`config.mk`:
```
export PLATFORM = sky130hd
export DESIGN_NAME = pfh_host
export DESIGN_NICKNAME = d
export VERILOG_FILES = /design/src/include/pfh_pkg.sv /design/src/rtl/pfh_host.sv
export SDC_FILE = /design/constraint.sdc
export NUM_CORES = 1
export LEC_CHECK = 0
export BUFFER_PORTS_ARGS = -buffer_cell sky130_fd_sc_hd__clkbuf_2
export CAP_MARGIN = 10
export CORE_MARGIN = 2
export CORE_UTILIZATION = 40
export DETAILED_ROUTE_END_ITERATION = 16
export PLACE_DENSITY = 0.61
export SLEW_MARGIN = 20
export SYNTH_ARGS = -nofsm -noshare
export SYNTH_HDL_FRONTEND = slang
export SYNTH_SLANG_ARGS = --single-unit
```
`constraint.sdc`:
```
create_clock -name clk_sys -period 2.6 [get_ports clk_sys]
set_clock_uncertainty 0.2 [all_clocks]
set_input_delay 0.26 -clock clk_sys [delete_from_list [all_inputs] [get_ports clk_sys]]
set_output_delay 0.26 -clock clk_sys [all_outputs]
set_load 0.005 [all_outputs]
```
`src/include/pfh_pkg.sv`:
```
// package for the parallel flash host controller: commands, pins, timing
package pfh_pkg;
  // address and data widths of the flash bus
  localparam int ADDR_W = 17;
  localparam int DATA_W = 8;
  // unlock addresses and command bytes
  localparam logic [14:0] UNLOCK_ADDR_A = 15'h5555;
  localparam logic [14:0] UNLOCK_ADDR_B = 15'h2AAA;
  localparam logic [7:0] UNLOCK_DATA_A = 8'hAA;
  localparam logic [7:0] UNLOCK_DATA_B = 8'h55;
  localparam logic [7:0] CMD_PROGRAM = 8'hA0;
  localparam logic [7:0] CMD_ERASE_SETUP = 8'h80;
  localparam logic [7:0] CMD_SECTOR_ERASE = 8'h30;
  localparam logic [7:0] CMD_CHIP_ERASE = 8'h10;
  localparam logic [7:0] CMD_ID_ENTRY = 8'h90;
  localparam logic [7:0] CMD_ID_EXIT = 8'hF0;
  // identification read addresses
  localparam logic [16:0] ID_MAKER_ADDR = 17'h00000;
  localparam logic [16:0] ID_PART_ADDR = 17'h00001;
  // sector select starts at address bit 12
  localparam int SECTOR_LSB = 12;
  // strobe timing: time in ns and cycles at 40 MHz (25 ns period)
  localparam int CLK_PERIOD_NS = 25;
  localparam int READ_CYCLE_NS = 70;
  localparam int WRITE_PULSE_NS = 50;
  localparam logic [3:0] READ_CYC =
    4'((READ_CYCLE_NS + CLK_PERIOD_NS - 1) / CLK_PERIOD_NS);
  localparam logic [3:0] WRITE_CYC =
    4'((WRITE_PULSE_NS + CLK_PERIOD_NS - 1) / CLK_PERIOD_NS);
  // operations the user may request
  typedef enum logic [2:0] {
    PFH_OP_READ = 3'h0,
    PFH_OP_PROGRAM = 3'h1,
    PFH_OP_SECTOR_ERASE = 3'h2,
    PFH_OP_CHIP_ERASE = 3'h3,
    PFH_OP_ID_ENTRY = 3'h4,
    PFH_OP_ID_EXIT = 3'h5,
    PFH_OP_ID_EXIT_LONG = 3'h6
  } pfh_op_e;
  // user request bundle
  typedef struct packed {
    pfh_op_e op;
    logic [16:0] addr;
    logic [7:0] data;
  } pfh_req_s;
  // one bus write of a command sequence
  typedef struct packed {
    logic [16:0] addr;
    logic [7:0] data;
  } pfh_cyc_s;
  // flash pin bundle driven by the host
  typedef struct packed {
    logic ce_n;
    logic oe_n;
    logic we_n;
    logic [16:0] addr;
    logic [7:0] dq_o;
    logic dq_oe;
  } pfh_pins_s;
  // controller states
  typedef enum logic [2:0] {
    PFH_IDLE = 3'h0,
    PFH_WR_SETUP = 3'h1,
    PFH_WR_PULSE = 3'h2,
    PFH_WR_HOLD = 3'h3,
    PFH_RD = 3'h4,
    PFH_DONE = 3'h5
  } pfh_state_e;
endpackage

```
`src/rtl/pfh_host.sv`:
```
// host controller that drives a parallel flash through its pins
`timescale 1ns/10ps
// Behaviour
// RULE_01: program is three unlock writes then byte
// RULE_02: erase is six writes, sector or chip
// RULE_03: device aborts bad sequences to read mode
// RULE_04: no program or erase without unlock
// RULE_05: id entry is three writes ending 90H
// RULE_06: id reads at 0000H and 0001H
// RULE_07: id exit by F0H or unlock plus F0H
// RULE_08: device ignores id exit while busy
// RULE_09: device forgets id mode at power loss
// RULE_10: device matches only address bits 14..0
// RULE_11: sector chosen by bits 12 and up
// RULE_12: data lines float when gate or select high; the flash model drives the inverse of the last byte instead
// RULE_13: select and gate low reads byte
// RULE_14: write strobe low latches data lines
// RULE_15: select high means standby
// RULE_16: address on late fall, data early rise
// RULE_17: no write with gate low or select high
// RULE_18: device discards commands while programming
// RULE_19: busy reads return poll and toggle bits
// RULE_20: tracker returns idle after each sequence
module pfh_host
  import pfh_pkg::*;
(
  // clock and reset
  input wire logic clk_sys,
  input wire logic reset_n,
  // user request
  input wire logic req_valid,
  output logic req_ready,
  input pfh_pkg::pfh_req_s req,
  // user answer
  output logic rsp_valid,
  output logic [7:0] rsp_data,
  // flash pins
  output pfh_pkg::pfh_pins_s pins,
  input wire logic [7:0] dq_i
);
  import pfh_pkg::*;

  // reset synchroniser, released through two flops
  logic rst_meta_q, rst_n_q;
  always_ff @(posedge clk_sys or negedge reset_n) begin
    if (!reset_n) begin
      rst_meta_q <= 1'b0;
      rst_n_q <= 1'b0;
    end else begin
      rst_meta_q <= 1'b1;
      rst_n_q <= rst_meta_q;
    end
  end

  // one bus write of an operation's sequence, by index
  function automatic pfh_cyc_s seq_cyc(input pfh_req_s r,
                                       input logic [2:0] i);
    pfh_cyc_s c;
    c.addr = {2'h0, UNLOCK_ADDR_A};
    c.data = UNLOCK_DATA_A;
    if (r.op == PFH_OP_ID_EXIT) begin
      c.addr = r.addr;  // single F0H to any address [RULE_07]
      c.data = CMD_ID_EXIT;
    end else begin
      unique case (i)
        3'h0: c = '{addr: {2'h0, UNLOCK_ADDR_A}, data: UNLOCK_DATA_A};
        3'h1: c = '{addr: {2'h0, UNLOCK_ADDR_B}, data: UNLOCK_DATA_B};
        3'h2: begin
          // third write picks the command [RULE_01] [RULE_05] [RULE_07]
          unique case (r.op)
            PFH_OP_PROGRAM: c.data = CMD_PROGRAM;
            PFH_OP_ID_ENTRY: c.data = CMD_ID_ENTRY;
            PFH_OP_ID_EXIT_LONG: c.data = CMD_ID_EXIT;
            default: c.data = CMD_ERASE_SETUP;  // [RULE_02]
          endcase
        end
        3'h3: begin
          if (r.op == PFH_OP_PROGRAM) begin
            c = '{addr: r.addr, data: r.data};  // target byte [RULE_01]
          end
        end
        3'h4: c = '{addr: {2'h0, UNLOCK_ADDR_B}, data: UNLOCK_DATA_B};
        default: begin
          if (r.op == PFH_OP_SECTOR_ERASE) begin
            // low bits cleared, sector from bit 12 up [RULE_11]
            c.addr = {r.addr[16:SECTOR_LSB], 12'h000};
            c.data = CMD_SECTOR_ERASE;  // [RULE_02]
          end else begin
            c.data = CMD_CHIP_ERASE;  // [RULE_02]
          end
        end
      endcase
    end
    return c;
  endfunction

  // number of writes in an operation, minus one
  function automatic logic [2:0] seq_last(input pfh_op_e op);
    unique case (op)
      PFH_OP_PROGRAM: return 3'h3;
      PFH_OP_SECTOR_ERASE, PFH_OP_CHIP_ERASE: return 3'h5;
      PFH_OP_ID_EXIT: return 3'h0;
      PFH_OP_READ: return 3'h0;
      default: return 3'h2;
    endcase
  endfunction

  // controller state
  pfh_state_e state_q, state_d;
  pfh_req_s req_q, req_d;
  logic [2:0] idx_q, idx_d;  // write index within the sequence
  logic [3:0] cnt_q, cnt_d;  // strobe timer
  pfh_pins_s pins_q, pins_d;
  logic rsp_valid_q, rsp_valid_d;
  logic [7:0] rsp_data_q, rsp_data_d;
  pfh_cyc_s cyc;

  assign cyc = seq_cyc(req_q, idx_q);
  assign req_ready = (state_q == PFH_IDLE);
  assign pins = pins_q;
  assign rsp_valid = rsp_valid_q;
  assign rsp_data = rsp_data_q;

  // next-state logic for the pin sequencer
  always_comb begin
    state_d = state_q;
    req_d = req_q;
    idx_d = idx_q;
    cnt_d = cnt_q;
    pins_d = pins_q;
    rsp_valid_d = 1'b0;
    rsp_data_d = rsp_data_q;
    unique case (state_q)
      PFH_IDLE: begin
        // standby: select high, data floating [RULE_15]
        pins_d.ce_n = 1'b1;
        pins_d.oe_n = 1'b1;
        pins_d.we_n = 1'b1;
        pins_d.dq_oe = 1'b0;
        idx_d = 3'h0;  // each request restarts the sequence [RULE_20]
        if (req_valid) begin
          req_d = req;
          cnt_d = 4'h0;
          state_d = (req.op == PFH_OP_READ) ? PFH_RD : PFH_WR_SETUP;
        end
      end
      PFH_WR_SETUP: begin
        // gate high before write; address set [RULE_17]
        pins_d.oe_n = 1'b1;
        pins_d.ce_n = 1'b0;
        pins_d.addr = cyc.addr;
        pins_d.dq_o = cyc.data;
        pins_d.dq_oe = 1'b1;
        state_d = PFH_WR_PULSE;
        cnt_d = 4'h0;
      end
      PFH_WR_PULSE: begin
        // strobe low; address taken on fall [RULE_16] [RULE_14]
        pins_d.we_n = 1'b0;
        cnt_d = cnt_q + 4'h1;
        if (cnt_q == WRITE_CYC) begin
          pins_d.we_n = 1'b1;  // data taken on rise [RULE_16]
          state_d = PFH_WR_HOLD;
        end
      end
      PFH_WR_HOLD: begin
        // release select, then next write or finish
        pins_d.ce_n = 1'b1;
        pins_d.dq_oe = 1'b0;
        if (idx_q == seq_last(req_q.op)) begin
          state_d = PFH_DONE;  // [RULE_04]
        end else begin
          idx_d = idx_q + 3'h1;
          state_d = PFH_WR_SETUP;
        end
      end
      PFH_RD: begin
        // select and gate low, strobe high [RULE_13]
        pins_d.ce_n = 1'b0;
        pins_d.oe_n = 1'b0;
        pins_d.we_n = 1'b1;
        pins_d.dq_oe = 1'b0;
        pins_d.addr = req_q.addr;
        cnt_d = cnt_q + 4'h1;
        if (cnt_q == READ_CYC) begin
          rsp_data_d = dq_i;  // array, id or status byte [RULE_19]
          pins_d.ce_n = 1'b1;
          pins_d.oe_n = 1'b1;
          state_d = PFH_DONE;
        end
      end
      default: begin
        // answer once and go back to idle [RULE_20]
        rsp_valid_d = 1'b1;
        state_d = PFH_IDLE;
      end
    endcase
  end

  // registers of the sequencer
  always_ff @(posedge clk_sys or negedge rst_n_q) begin
    if (!rst_n_q) begin
      state_q <= PFH_IDLE;
      req_q <= '0;
      idx_q <= 3'h0;
      cnt_q <= 4'h0;
      pins_q <= '{ce_n: 1'b1, oe_n: 1'b1, we_n: 1'b1,
                  addr: 17'h00000, dq_o: 8'h00, dq_oe: 1'b0};
      rsp_valid_q <= 1'b0;
      rsp_data_q <= 8'h00;
    end else begin
      state_q <= state_d;
      req_q <= req_d;
      idx_q <= idx_d;
      cnt_q <= cnt_d;
      pins_q <= pins_d;
      rsp_valid_q <= rsp_valid_d;
      rsp_data_q <= rsp_data_d;
    end
  end

  // checks on the pins this host drives and on its answers
  a_no_drive_on_read: assert property (@(posedge clk_sys)  // [RULE_12]
    disable iff (!rst_n_q) !pins.oe_n |-> !pins.dq_oe)
    else $error("host drives data while gate low");
  a_write_gate_high: assert property (@(posedge clk_sys)  // [RULE_17]
    disable iff (!rst_n_q) !pins.we_n |-> pins.oe_n && !pins.ce_n)
    else $error("write strobe with bad gate or select");
  a_first_unlock: assert property (@(posedge clk_sys)  // [RULE_01]
    disable iff (!rst_n_q)
    $fell(pins.we_n) && idx_q == 3'h0 && req_q.op != PFH_OP_ID_EXIT
    |-> pins.addr[14:0] == UNLOCK_ADDR_A && pins.dq_o == UNLOCK_DATA_A)
    else $error("first write is not unlock");
  a_second_unlock: assert property (@(posedge clk_sys)  // [RULE_04]
    disable iff (!rst_n_q) $fell(pins.we_n) && idx_q == 3'h1
    |-> pins.addr[14:0] == UNLOCK_ADDR_B && pins.dq_o == UNLOCK_DATA_B)
    else $error("second write is not unlock");
  a_erase_setup: assert property (@(posedge clk_sys)  // [RULE_02]
    disable iff (!rst_n_q) $fell(pins.we_n) && idx_q == 3'h2 &&
    (req_q.op == PFH_OP_SECTOR_ERASE || req_q.op == PFH_OP_CHIP_ERASE)
    |-> pins.dq_o == CMD_ERASE_SETUP)
    else $error("erase setup byte wrong");
  a_id_entry_cmd: assert property (@(posedge clk_sys)  // [RULE_05]
    disable iff (!rst_n_q) $fell(pins.we_n) && idx_q == 3'h2 &&
    req_q.op == PFH_OP_ID_ENTRY |-> pins.dq_o == CMD_ID_ENTRY)
    else $error("id entry byte wrong");
  a_id_exit_cmd: assert property (@(posedge clk_sys)  // [RULE_07]
    disable iff (!rst_n_q) $fell(pins.we_n) &&
    req_q.op == PFH_OP_ID_EXIT |-> pins.dq_o == CMD_ID_EXIT)
    else $error("id exit byte wrong");
  a_sector_addr: assert property (@(posedge clk_sys)  // [RULE_11]
    disable iff (!rst_n_q) $fell(pins.we_n) && idx_q == 3'h5 &&
    req_q.op == PFH_OP_SECTOR_ERASE |-> pins.addr[11:0] == 12'h000
    && pins.dq_o == CMD_SECTOR_ERASE)
    else $error("sector erase write wrong");
  a_read_answer: assert property (@(posedge clk_sys)  // [RULE_13]
    disable iff (!rst_n_q) $rose(state_q == PFH_RD) |->
    ##[1:8] rsp_valid)
    else $error("read answer late");
  a_back_to_idle: assert property (@(posedge clk_sys)  // [RULE_20]
    disable iff (!rst_n_q) rsp_valid |-> state_q == PFH_IDLE)
    else $error("sequencer not idle after answer");
  c_program: cover property (@(posedge clk_sys)
    state_q == PFH_DONE && req_q.op == PFH_OP_PROGRAM);
  c_sector: cover property (@(posedge clk_sys)
    state_q == PFH_DONE && req_q.op == PFH_OP_SECTOR_ERASE);
  c_id_read: cover property (@(posedge clk_sys)
    rsp_valid && req_q.op == PFH_OP_READ &&
    req_q.addr == ID_PART_ADDR);
endmodule

```
==> impl_metrics.csv, run 1 <==
group,metric,value,unit
outcome,status,"finished clean",
finish,final_common_cell,"clkbuf_2",
clock_tree,clk_latency,0.35,ns
finish,layout-drive-gt1-share,32.74,%
route,vias_per_cell,5.168,
yosys,syn_area_per_cell,10.91,µm²
finish,finalNonFillerCells,560,
yosys,synth_edf_count,0,
setup_path,path_cells,"ha_1, ha_1, o41ai_2, o21ai_0, and2_1, a221oi_1",
power_and_ir_drop,switching_share,36.20,%
clock_tree,root_buffer,"clkbuf_8",
clock_tree,ctsHtreeMaxLevel,3,
global_routing,antenna_found_initial,0,
yosys,syn_nets,375,
die,ios,78,
timing,hold_viol_final,0,
timing,hold_slack,0.02685,ns
timing,rsz0062_at_grt,"no",
clock_tree,cts_tree,"done",
finish,fin_util,53.72,%
yosys,yosys_register_bits,78,
die,die_area,9752,µm²
power_and_ir_drop,total_leakage_power,2.110,nW
timing,post-route-period-util,90.30,%
finish,area_growth_syn_to_layout,30.45,%
timing,tightest_slew,0.6465,ns
yosys,synth_top_area_cell,"dfrtp_1",
yosys,synth_top_area_share,52.26,%
global_routing,grt_pass1_wl,13.79,mm
timing,worst_slack,0.2522,ns
route,drtIter0Drc,139,
clock_tree,clk_pin_slew_worst_paths,0.08,ns
finish,final_cell_mix,"77 x clkbuf_2, 74 x dfrtp_1, 37 x dlygate4sd3_1",
power_and_ir_drop,pwr-share-comb,39.9,%
clock_tree,cts_max_path_buffers,2,
timing,setup-violations-final,0,
route,antenna_left,0,
yosys,ys_seq_area_share,54.46,%
setup_path,endpoint_kind,"register",
die,fp-row-count,34,
finish,fin_nets,493,
route,drcViolationCount,0,
clock_tree,cts.sink_count,78,
setup_path,crit_slowest_cell,"dfrtp_1",
route,vias,2894,
power_and_ir_drop,p_int,3.184,mW
power_and_ir_drop,clockPowerShare,17.8,%
timing,slew_headroom,56.81,%
timing,finalMaxSlewViolations,0,
setup_path,cpMostUsedCell,"ha_1",
route,dr.pass1.iters,7,
die,die_y,98.75,µm
place,pre_cts_slack,0.2725,ns
setup_path,crit_required,2.64,ns
yosys,synth-async-reset-ratio,100.0,%
power_and_ir_drop,p_per_area,1065,nW/µm²
yosys,synth_area_leaders,"dfrtp_1 52%, mux2_2 9.4%, nand2_1 3.7%, a21oi_1 3.3%, nor2_1 3.2%",
setup_path,path_class,"reg2reg",
die,start_util,41.18,%
power_and_ir_drop,peakVddDrop,0.0004975,V
global_routing,grt_overflow,0,
place,io_buffers,77,
yosys,synthCells,329,
power_and_ir_drop,p_seq_share,42.3,%
yosys,ys.flop_type,"dfrtp_1",
setup_path,slowest_delay,0.48,ns
route,wirelength,8.040,mm
die,die_w,98.75,µm
global_routing,grt_use_total,17.61,%
job,cap_violations,0,
yosys,yosysUniqueCellTypes,51,
die,coreArea,8721,µm²
timing,fmax,0.4259,GHz
yosys,syn_area,3591,µm²
finish,antenna_cells,0,
place,dp_hpwl,5.679,mm
place,gp_congestion,0.8653,
timing,tns,0,ns
setup_path,cp-start-kind,"register",
global_routing,grt_pass1_vias,2937,
power_and_ir_drop,p_sw,1.806,mW
global_routing,grt_max_degree,50,
route,wl_per_cell,14.36,µm
yosys,ys.warnings.count,0,
setup_path,arrival,2.39,ns
clock_tree,cts_buffers,9,
min_path,min_path_type,"in2async",
setup_path,worstPathMaxFanout,10,
place,dp.cells,507,
timing,post-route-min-period,2.348,ns
power groups by stage:
stage / clock network [mW] / registers [mW] / logic, mW
global placement: 0 / 2.12 / 1.92
detailed placement: 0 / 2.12 / 1.97
CTS: 0.922 / 2.11 / 2.01
finish: 0.887 / 2.11 / 1.99
global route: 0.974 / 2.18 / 2.25
floorplan: 0 / 2.03 / 1.37
worst paths after layout:
kind | from | to | slack (ns) | cells past startpoint
max | idx_q[0]$_DFFE_PN0P_ | pins[23]$_DFFE_PN0P_ | 0.25 | 6
min | reset_n | rst_n_q$_DFF_PN0_ | 0.03 | 2
max reg2reg | idx_q[0]$_DFFE_PN0P_ | pins[23]$_DFFE_PN0P_ | 0.25 | 6
min reg2reg | rst_n_q$_DFF_PN0_ | req_q[18]$_DFFE_PN0P_ | 0.15 | 0
max in group asynchronous | rst_n_q$_DFF_PN0_ | req_q[23]$_DFFE_PN0P_ | 1.40 | 1
min in group clk_sys | req_valid | state_q[2]$_DFFE_PN0P_ | 0.11 | 3
cells by family after synthesis:
family | after synthesis | synth area share (%)
and+or+nand+nor | 94 | 12.54
AOI/OAI and AO/OA | 80 | 14.67
DFF | 78 | 54.46
muxes | 38 | 11.81
buffers and inverters | 29 | 3.484
adders and majority gates | 7 | 2.439
xor gates and xnor gates | 2 | 0.4879
other | 1 | 0.1044
layout make-up:
class | instances | area [µm²]
Sequential cell | 78 | 1959
Tap cell | 108 | 135.1
Multi-Input combinational cell | 222 | 1513
Timing Repair Buffer | 123 | 835.8
Fill cell | 777 | 4036
Clock inverter | 4 | 47.55
Inverter | 13 | 48.80
Clock buffer | 12 | 145.1
synthesized netlist by cell type, types with 3 or more instances:
cell type	instances
a31oi_1	5
dfrtp_1	75
mux2_2	30
inv_1	13
a21oi_1	24
nor3_1	4
nand2b_1	4
o221a_2	6
mux2i_1	3
nor3b_1	4
clkbuf_1	4
mux2_1	5
a2bb2oi_1	4
o21ai_0	23
nor2_1	31
nand2_1	35
dfstp_2	3
ha_1	7
buf_2	10
timing repair:
item,in CTS,in global routing
setup buffers,0,0
gates resized for setup,0,0
hold buffers,37,0
endpoints found under the hold margin,38,0
through the flow:
stage          total power, mW  cell area, µm²
3_3_place_gp             4.041            4121
4_1_cts                  5.041            4684
6_report                 4.990            4684
3_5_place_dp             4.092            4121
2_1_floorplan            3.394            3591
5_1_grt                  5.402            4684
worst max-delay path, delay by kind of cell, from the launching register on:
family | cells | cell delay (ns)
AO/OA/AOI/OAI | 3 | 0.84
adder cells (fa/ha/maj) | 2 | 0.55
flip-flops | 1 | 0.48
AND/OR/NAND/NOR | 1 | 0.19
per-layer routing:
layer | part of all wire (%) | track usage (%)
met1 | 46 | 24.10
met2 | 47 | 26.92
met3 | 5.4 | 5.319
met4 | 1.6 | 5.796
met5 | 0 | 0
sequential cells by signal (all words and copies together) (netlist names):
name / count
req_q: 28
rsp_data: 8
rst_meta_q: 1
rsp_valid: 1
state_q: 3
rst_n_q: 1
idx_q: 3
cnt_q: 4
pins: 29
Note: power is estimated with default switching activity, not from simulation.
==> run 2, diff against run 1 <==
--- a/config.mk
+++ b/config.mk
@@ -10,7 +10,7 @@
 export CORE_MARGIN = 2
 export CORE_UTILIZATION = 40
 export DETAILED_ROUTE_END_ITERATION = 16
-export PLACE_DENSITY = 0.61
+export PLACE_DENSITY = 0.59
 export SLEW_MARGIN = 20
 export SYNTH_ARGS = -nofsm -noshare
 export SYNTH_HDL_FRONTEND = slang
==> constraint.sdc (replaced) <==
create_clock -name clk_sys -period 2.7 [get_ports clk_sys]
set_clock_uncertainty 0.2 [all_clocks]
set_input_delay 0.27 -clock clk_sys [delete_from_list [all_inputs] [get_ports clk_sys]]
set_output_delay 0.27 -clock clk_sys [all_outputs]
set_load 0.005 [all_outputs]
==> run 2 against run 1 <==
  * Routed wire length grew 0.35%
  * Sequential power shrank 5%
  * Total power shrank 4.6%
  * Global-route usage is 0.24 points lower
  * Critical path depth stayed put
  * Setup slack better by 0.098 ns
  * Count of clock-buffer cells in the layout shrank 3
  * Hold slack improved by 0.051 ns
  * Largest cell class unchanged
  * Largest power group unchanged
==> impl_metrics.csv, run 2 (synthesized netlist as in run 1, its figures left out) <==
group,metric,value,unit
timing,fmax,0.4255,GHz
die,ios,78,
die,die_area,9752,µm²
timing,worst_slack,0.3498,ns
place,gp_congestion,0.8767,
power_and_ir_drop,total_leakage_power,2.105,nW
clock_tree,cts_tree,"done",
power_and_ir_drop,peakVddDrop,0.0004782,V
die,start_util,41.18,%
setup_path,path_class,"reg2reg",
finish,fin_nets,494,
setup_path,cp-start-kind,"register",
setup_path,path_cells,"ha_1, ha_1, o41ai_2, o21ai_0, and2_1, a221oi_1",
clock_tree,cts_buffers,9,
global_routing,grt_max_degree,48,
route,wl_per_cell,14.38,µm
setup_path,arrival,2.39,ns
clock_tree,cts_max_path_buffers,2,
setup_path,crit_required,2.74,ns
route,vias_per_cell,5.048,
die,fp-row-count,34,
finish,nFillCells,759,
timing,hold_slack,0.07813,ns
die,die_y,98.75,µm
setup_path,crit_slowest_cell,"dfrtp_1",
finish,largest_reg_flops,29,
timing,post-route-min-period,2.350,ns
finish,regArea,1957,µm²
setup_path,cp.buffers_inverters,0,
route,vias,2832,
route,drtIter0Drc,199,
job,cap_violations,0,
die,die_w,98.75,µm
setup_path,slowest_delay,0.47,ns
place,place_area,4119,µm²
setup_path,cpMostUsedCell,"ha_1",
clock_tree,postCtsHoldBufs,38,
clock_tree,root_buffer,"clkbuf_8",
finish,design_area,4678,µm²
global_routing,grt_pass1_wl,13.53,mm
timing,setup-violations-final,0,
timing,hold_viol_final,0,
power_and_ir_drop,p_per_area,1018,nW/µm²
place,dp.cells,507,
clock_tree,post_cts_buffers,0,
clock_tree,cts_resized,0,
global_routing,antenna_found_initial,0,
timing,post-route-period-util,87.05,%
finish,final_cell_mix,"77 x clkbuf_2, 74 x dfrtp_1, 38 x dlygate4sd3_1",
outcome,status,"finished clean",
global_routing,grt_pass1_vias,2820,
clock_tree,clk_pin_slew_worst_paths,0.08,ns
finish,multi_input_area,1513,µm²
route,drcViolationCount,0,
place,pre_cts_slack,0.3944,ns
finish,final_common_cell,"clkbuf_2",
setup_path,crit_family,"compound AO/OA/AOI/OAI gates",
finish,finalNonFillerCells,561,
global_routing,grt_overflow,0,
die,coreArea,8721,µm²
setup_path,endpoint_kind,"register",
route,antenna_left,0,
timing,slew_headroom,61.22,%
min_path,min_path_type,"reg2async",
timing,tightest_slew,0.5817,ns
global_routing,grt_use_total,17.37,%
route,dr.pass1.iters,4,
finish,area_growth_syn_to_layout,30.28,%
setup_path,worstPathMaxFanout,10,
finish,fin_util,53.64,%
route,wirelength,8.068,mm
place,dp_hpwl,5.720,mm
clock_tree,cts.sink_count,78,
timing,rsz0062_at_grt,"no",
clock_tree,clk_latency,0.36,ns
timing,finalMaxSlewViolations,0,
power_and_ir_drop,fin_total_pwr,4.761,mW
clock_tree,ctsHtreeMaxLevel,3,
finish,layout-drive-gt1-share,33.11,%
finish,antenna_cells,0,
place,io_buffers,77,
timing,tns,0,ns
-- run 2: worst paths after layout --
kind                                           start  slack, ns  cells after the start                      to
worst min-delay path               rst_n_q$_DFF_PN0_       0.08                      1   req_q[10]$_DFFE_PN0P_
worst max register to register  idx_q[0]$_DFFE_PN0P_       0.35                      6    pins[21]$_DFFE_PN0P_
min in group clk_sys                       req_valid       0.10                      3  state_q[2]$_DFFE_PN0P_
max in group asynchronous                    reset_n       1.61                      3       rst_n_q$_DFF_PN0_
worst max-delay path            idx_q[0]$_DFFE_PN0P_       0.35                      6    pins[21]$_DFFE_PN0P_
worst min register to register     rst_n_q$_DFF_PN0_       0.08                      1   req_q[10]$_DFFE_PN0P_
-- run 2: layout make-up --
cell class	count	area share, %
clock buffer	9	2.648
inverter	13	1.043
sequential	78	41.83
multi-input combinational	222	32.33
tap	108	2.888
timing repair buffer	124	18.08
clock inverter	7	1.177
-- run 2: report_power, final --
part | switching, mW | internal, mW | total (mW)
Clock | 0.466 | 0.343 | 0.809
Combinational | 0.996 | 0.950 | 1.95
Sequential | 0.346 | 1.66 | 2.01
Total | 1.81 | 2.95 | 4.76
-- run 2: layer usage --
layer  vias to the layer above  track usage [%]  wire length, µm
met2                        60            26.56             3758
met5                         -                0                0
met4                         0            7.060              155
met3                        12            4.113              386
li1                       1395                -                -
met1                      1365            23.92             3767
-- run 2: worst register-to-register path: cells and delay by family (launching register included) --
family / cells / cell delay, ns
AOI/OAI and AO/OA: 3 / 0.86
adders and majority gates: 2 / 0.54
DFF: 1 / 0.47
and+or+nand+nor: 1 / 0.18
==> run 3, diff against run 2 <==
--- a/config.mk
+++ b/config.mk
@@ -8,9 +8,9 @@
 export BUFFER_PORTS_ARGS = -buffer_cell sky130_fd_sc_hd__clkbuf_2
 export CAP_MARGIN = 10
 export CORE_MARGIN = 2
-export CORE_UTILIZATION = 40
+export CORE_UTILIZATION = 54
 export DETAILED_ROUTE_END_ITERATION = 16
-export PLACE_DENSITY = 0.59
+export PLACE_DENSITY = 0.76
 export SLEW_MARGIN = 20
 export SYNTH_ARGS = -nofsm -noshare
 export SYNTH_HDL_FRONTEND = slang
==> run 3 against run 2 <==
  * Critical endpoint unchanged
  * Cell area is essentially flat
  * Hold slack lost 0.052 ns
  * Clock power grew 24%
  * Global-route usage grew 6.7 points
  * Cell count shrank 5.9%
  * Via count grew 3.7%
  * Largest cell class unchanged
==> impl_metrics.csv, run 3 (synthesized netlist as in run 1, its figures left out) <==
group,metric,value,unit
power_and_ir_drop,p_int,3.175,mW
route,wirelength,8.448,mm
setup_path,path_class,"reg2reg",
job,cap_violations,0,
outcome,status,"finished clean",
timing,rsz0062_at_grt,"no",
timing,post-route-period-util,86.38,%
route,drcViolationCount,0,
die,die_w,85.55,µm
route,drtIter0Drc,166,
power_and_ir_drop,fin_total_pwr,4.980,mW
setup_path,arrival,2.39,ns
clock_tree,root_buffer,"clkbuf_8",
route,vias,2937,
global_routing,grt_overflow,0,
place,dp_hpwl,5.598,mm
setup_path,cp-start-kind,"register",
finish,fin_nets,492,
power_and_ir_drop,p_seq_share,40.4,%
die,die_area,7318,µm²
finish,antenna_cells,0,
finish,area_growth_syn_to_layout,30.21,%
timing,hold_viol_final,0,
place,io_buffers,77,
min_path,min_path_type,"in2async",
place,pre_cts_slack,0.3778,ns
global_routing,grt_pass1_vias,2897,
power_and_ir_drop,total_leakage_power,2.124,nW
route,wl_per_cell,16.00,µm
finish,largest_reg_flops,29,
clock_tree,ctsHtreeMaxLevel,3,
timing,fmax,0.4288,GHz
timing,setup-violations-final,0,
clock_tree,cts_tree,"done",
timing,post-route-min-period,2.332,ns
global_routing,grt_pass1_wl,13.75,mm
route,dr.pass1.iters,4,
clock_tree,cts.sink_count,78,
clock_tree,cts_max_path_buffers,2,
timing,slew_headroom,62.92,%
finish,finalNonFillerCells,528,
timing,worst_slack,0.3678,ns
timing,finalMaxSlewViolations,0,
setup_path,worstPathMaxFanout,10,
place,dp.cells,475,
route,antenna_left,0,
global_routing,grt_use_total,24.09,%
die,start_util,56.23,%
global_routing,grt_max_degree,43,
finish,layout-drive-gt1-share,33.04,%
die,coreArea,6386,µm²
power_and_ir_drop,clockPowerShare,20.1,%
finish,final_common_cell,"clkbuf_2",
finish,nFillCells,456,
die,die_y,85.55,µm
die,fp-row-count,29,
global_routing,antenna_found_initial,0,
die,ios,78,
place,gp_congestion,0.8791,
power_and_ir_drop,peakVddDrop,0.0006048,V
setup_path,endpoint_kind,"register",
power_and_ir_drop,p_per_area,1065,nW/µm²
power_and_ir_drop,pwr-share-comb,39.5,%
power_and_ir_drop,p_sw,1.805,mW
finish,final_cell_mix,"77 x clkbuf_2, 74 x dfrtp_1, 37 x dlygate4sd3_1",
timing,tightest_slew,0.5550,ns
power_and_ir_drop,switching_share,36.25,%
setup_path,crit_required,2.75,ns
timing,tns,0,ns
clock_tree,clk_pin_slew_worst_paths,0.08,ns
route,vias_per_cell,5.563,
clock_tree,clk_latency,0.35,ns
clock_tree,cts_buffers,9,
-- run 3: changes by cell type in the layout (fill, tap and decap cells not counted) --
cell           change
clkbuf_8           +2
bufinv_16          +2
buf_4              -1
clkinvlp_4         -1
dlygate4sd3_1      -1
inv_6              -3
-- run 3: critical path, cell delays in order (launching register included) --
cell,delay (ns)
dfrtp_1,0.47
ha_1,0.24
ha_1,0.30
o41ai_2,0.47
o21ai_0,0.15
and2_1,0.18
a221oi_1,0.24
-- run 3: final timing paths --
kind	startpoint	end	slack [ns]	cells after the start
hold / removal	reset_n	rst_n_q$_DFF_PN0_	0.03	2
max in group asynchronous	rst_n_q$_DFF_PN0_	pins[26]$_DFFE_PN1P_	1.78	1
min in group clk_sys	req_valid	state_q[2]$_DFFE_PN0P_	0.14	3
setup reg to reg	idx_q[0]$_DFFE_PN0P_	pins[21]$_DFFE_PN0P_	0.37	6
setup / recovery	idx_q[0]$_DFFE_PN0P_	pins[21]$_DFFE_PN0P_	0.37	6
hold reg to reg	rst_n_q$_DFF_PN0_	pins[3]$_DFFE_PN0P_	0.10	1
-- run 3: cell type report --
type / instances / area (µm²) / share of cell area (%)
sequential: 78 / 1957 / 41.85
multi-input combinational: 222 / 1513 / 32.35
timing repair buffer: 122 / 828.3 / 17.71
clock buffer: 11 / 151.4 / 3.238
tap: 77 / 96.34 / 2.060
clock inverter: 5 / 81.33 / 1.739
inverter: 13 / 48.80 / 1.044
-- run 3: per-stage QoR --
stage               hold slack, ns  area [µm²]  utilization [%]
floorplan                  -0.2256        3591                -
global placement           -0.1445        4073            63.77
detailed placement         -0.1420        4073            63.77
CTS                       0.005663        4676            73.22
global route               0.03131        4676            73.22
finish                     0.02650        4676            73.22
-- run 3: what timing repair did --
item                       4_1_cts  5_1_grt
hold buffers                    37        0
buffers inserted                 0        0
setup endpoints to repair        0        0
hold endpoints to repair        38        0
resized for setup                0        0
-- run 3: power by group through the flow --
stage / Sequential (mW) / Clock, mW / Combinational, mW
CTS: 2.01 / 1.02 / 1.96
global placement: 2.01 / 0 / 1.83
global route: 2.08 / 1.06 / 2.18
finish: 2.01 / 1.00 / 1.97
detailed placement: 2.02 / 0 / 1.91
floorplan: 1.95 / 0 / 1.32
-- run 3: routing by layer --
layer	global-route usage, %	vias up	share of wire, %
met5	0	-	0
met4	7.359	0	1.4
met3	6.545	11	5.5
met2	39.77	96	50
met1	31.38	1434	43
li1	-	1396	-
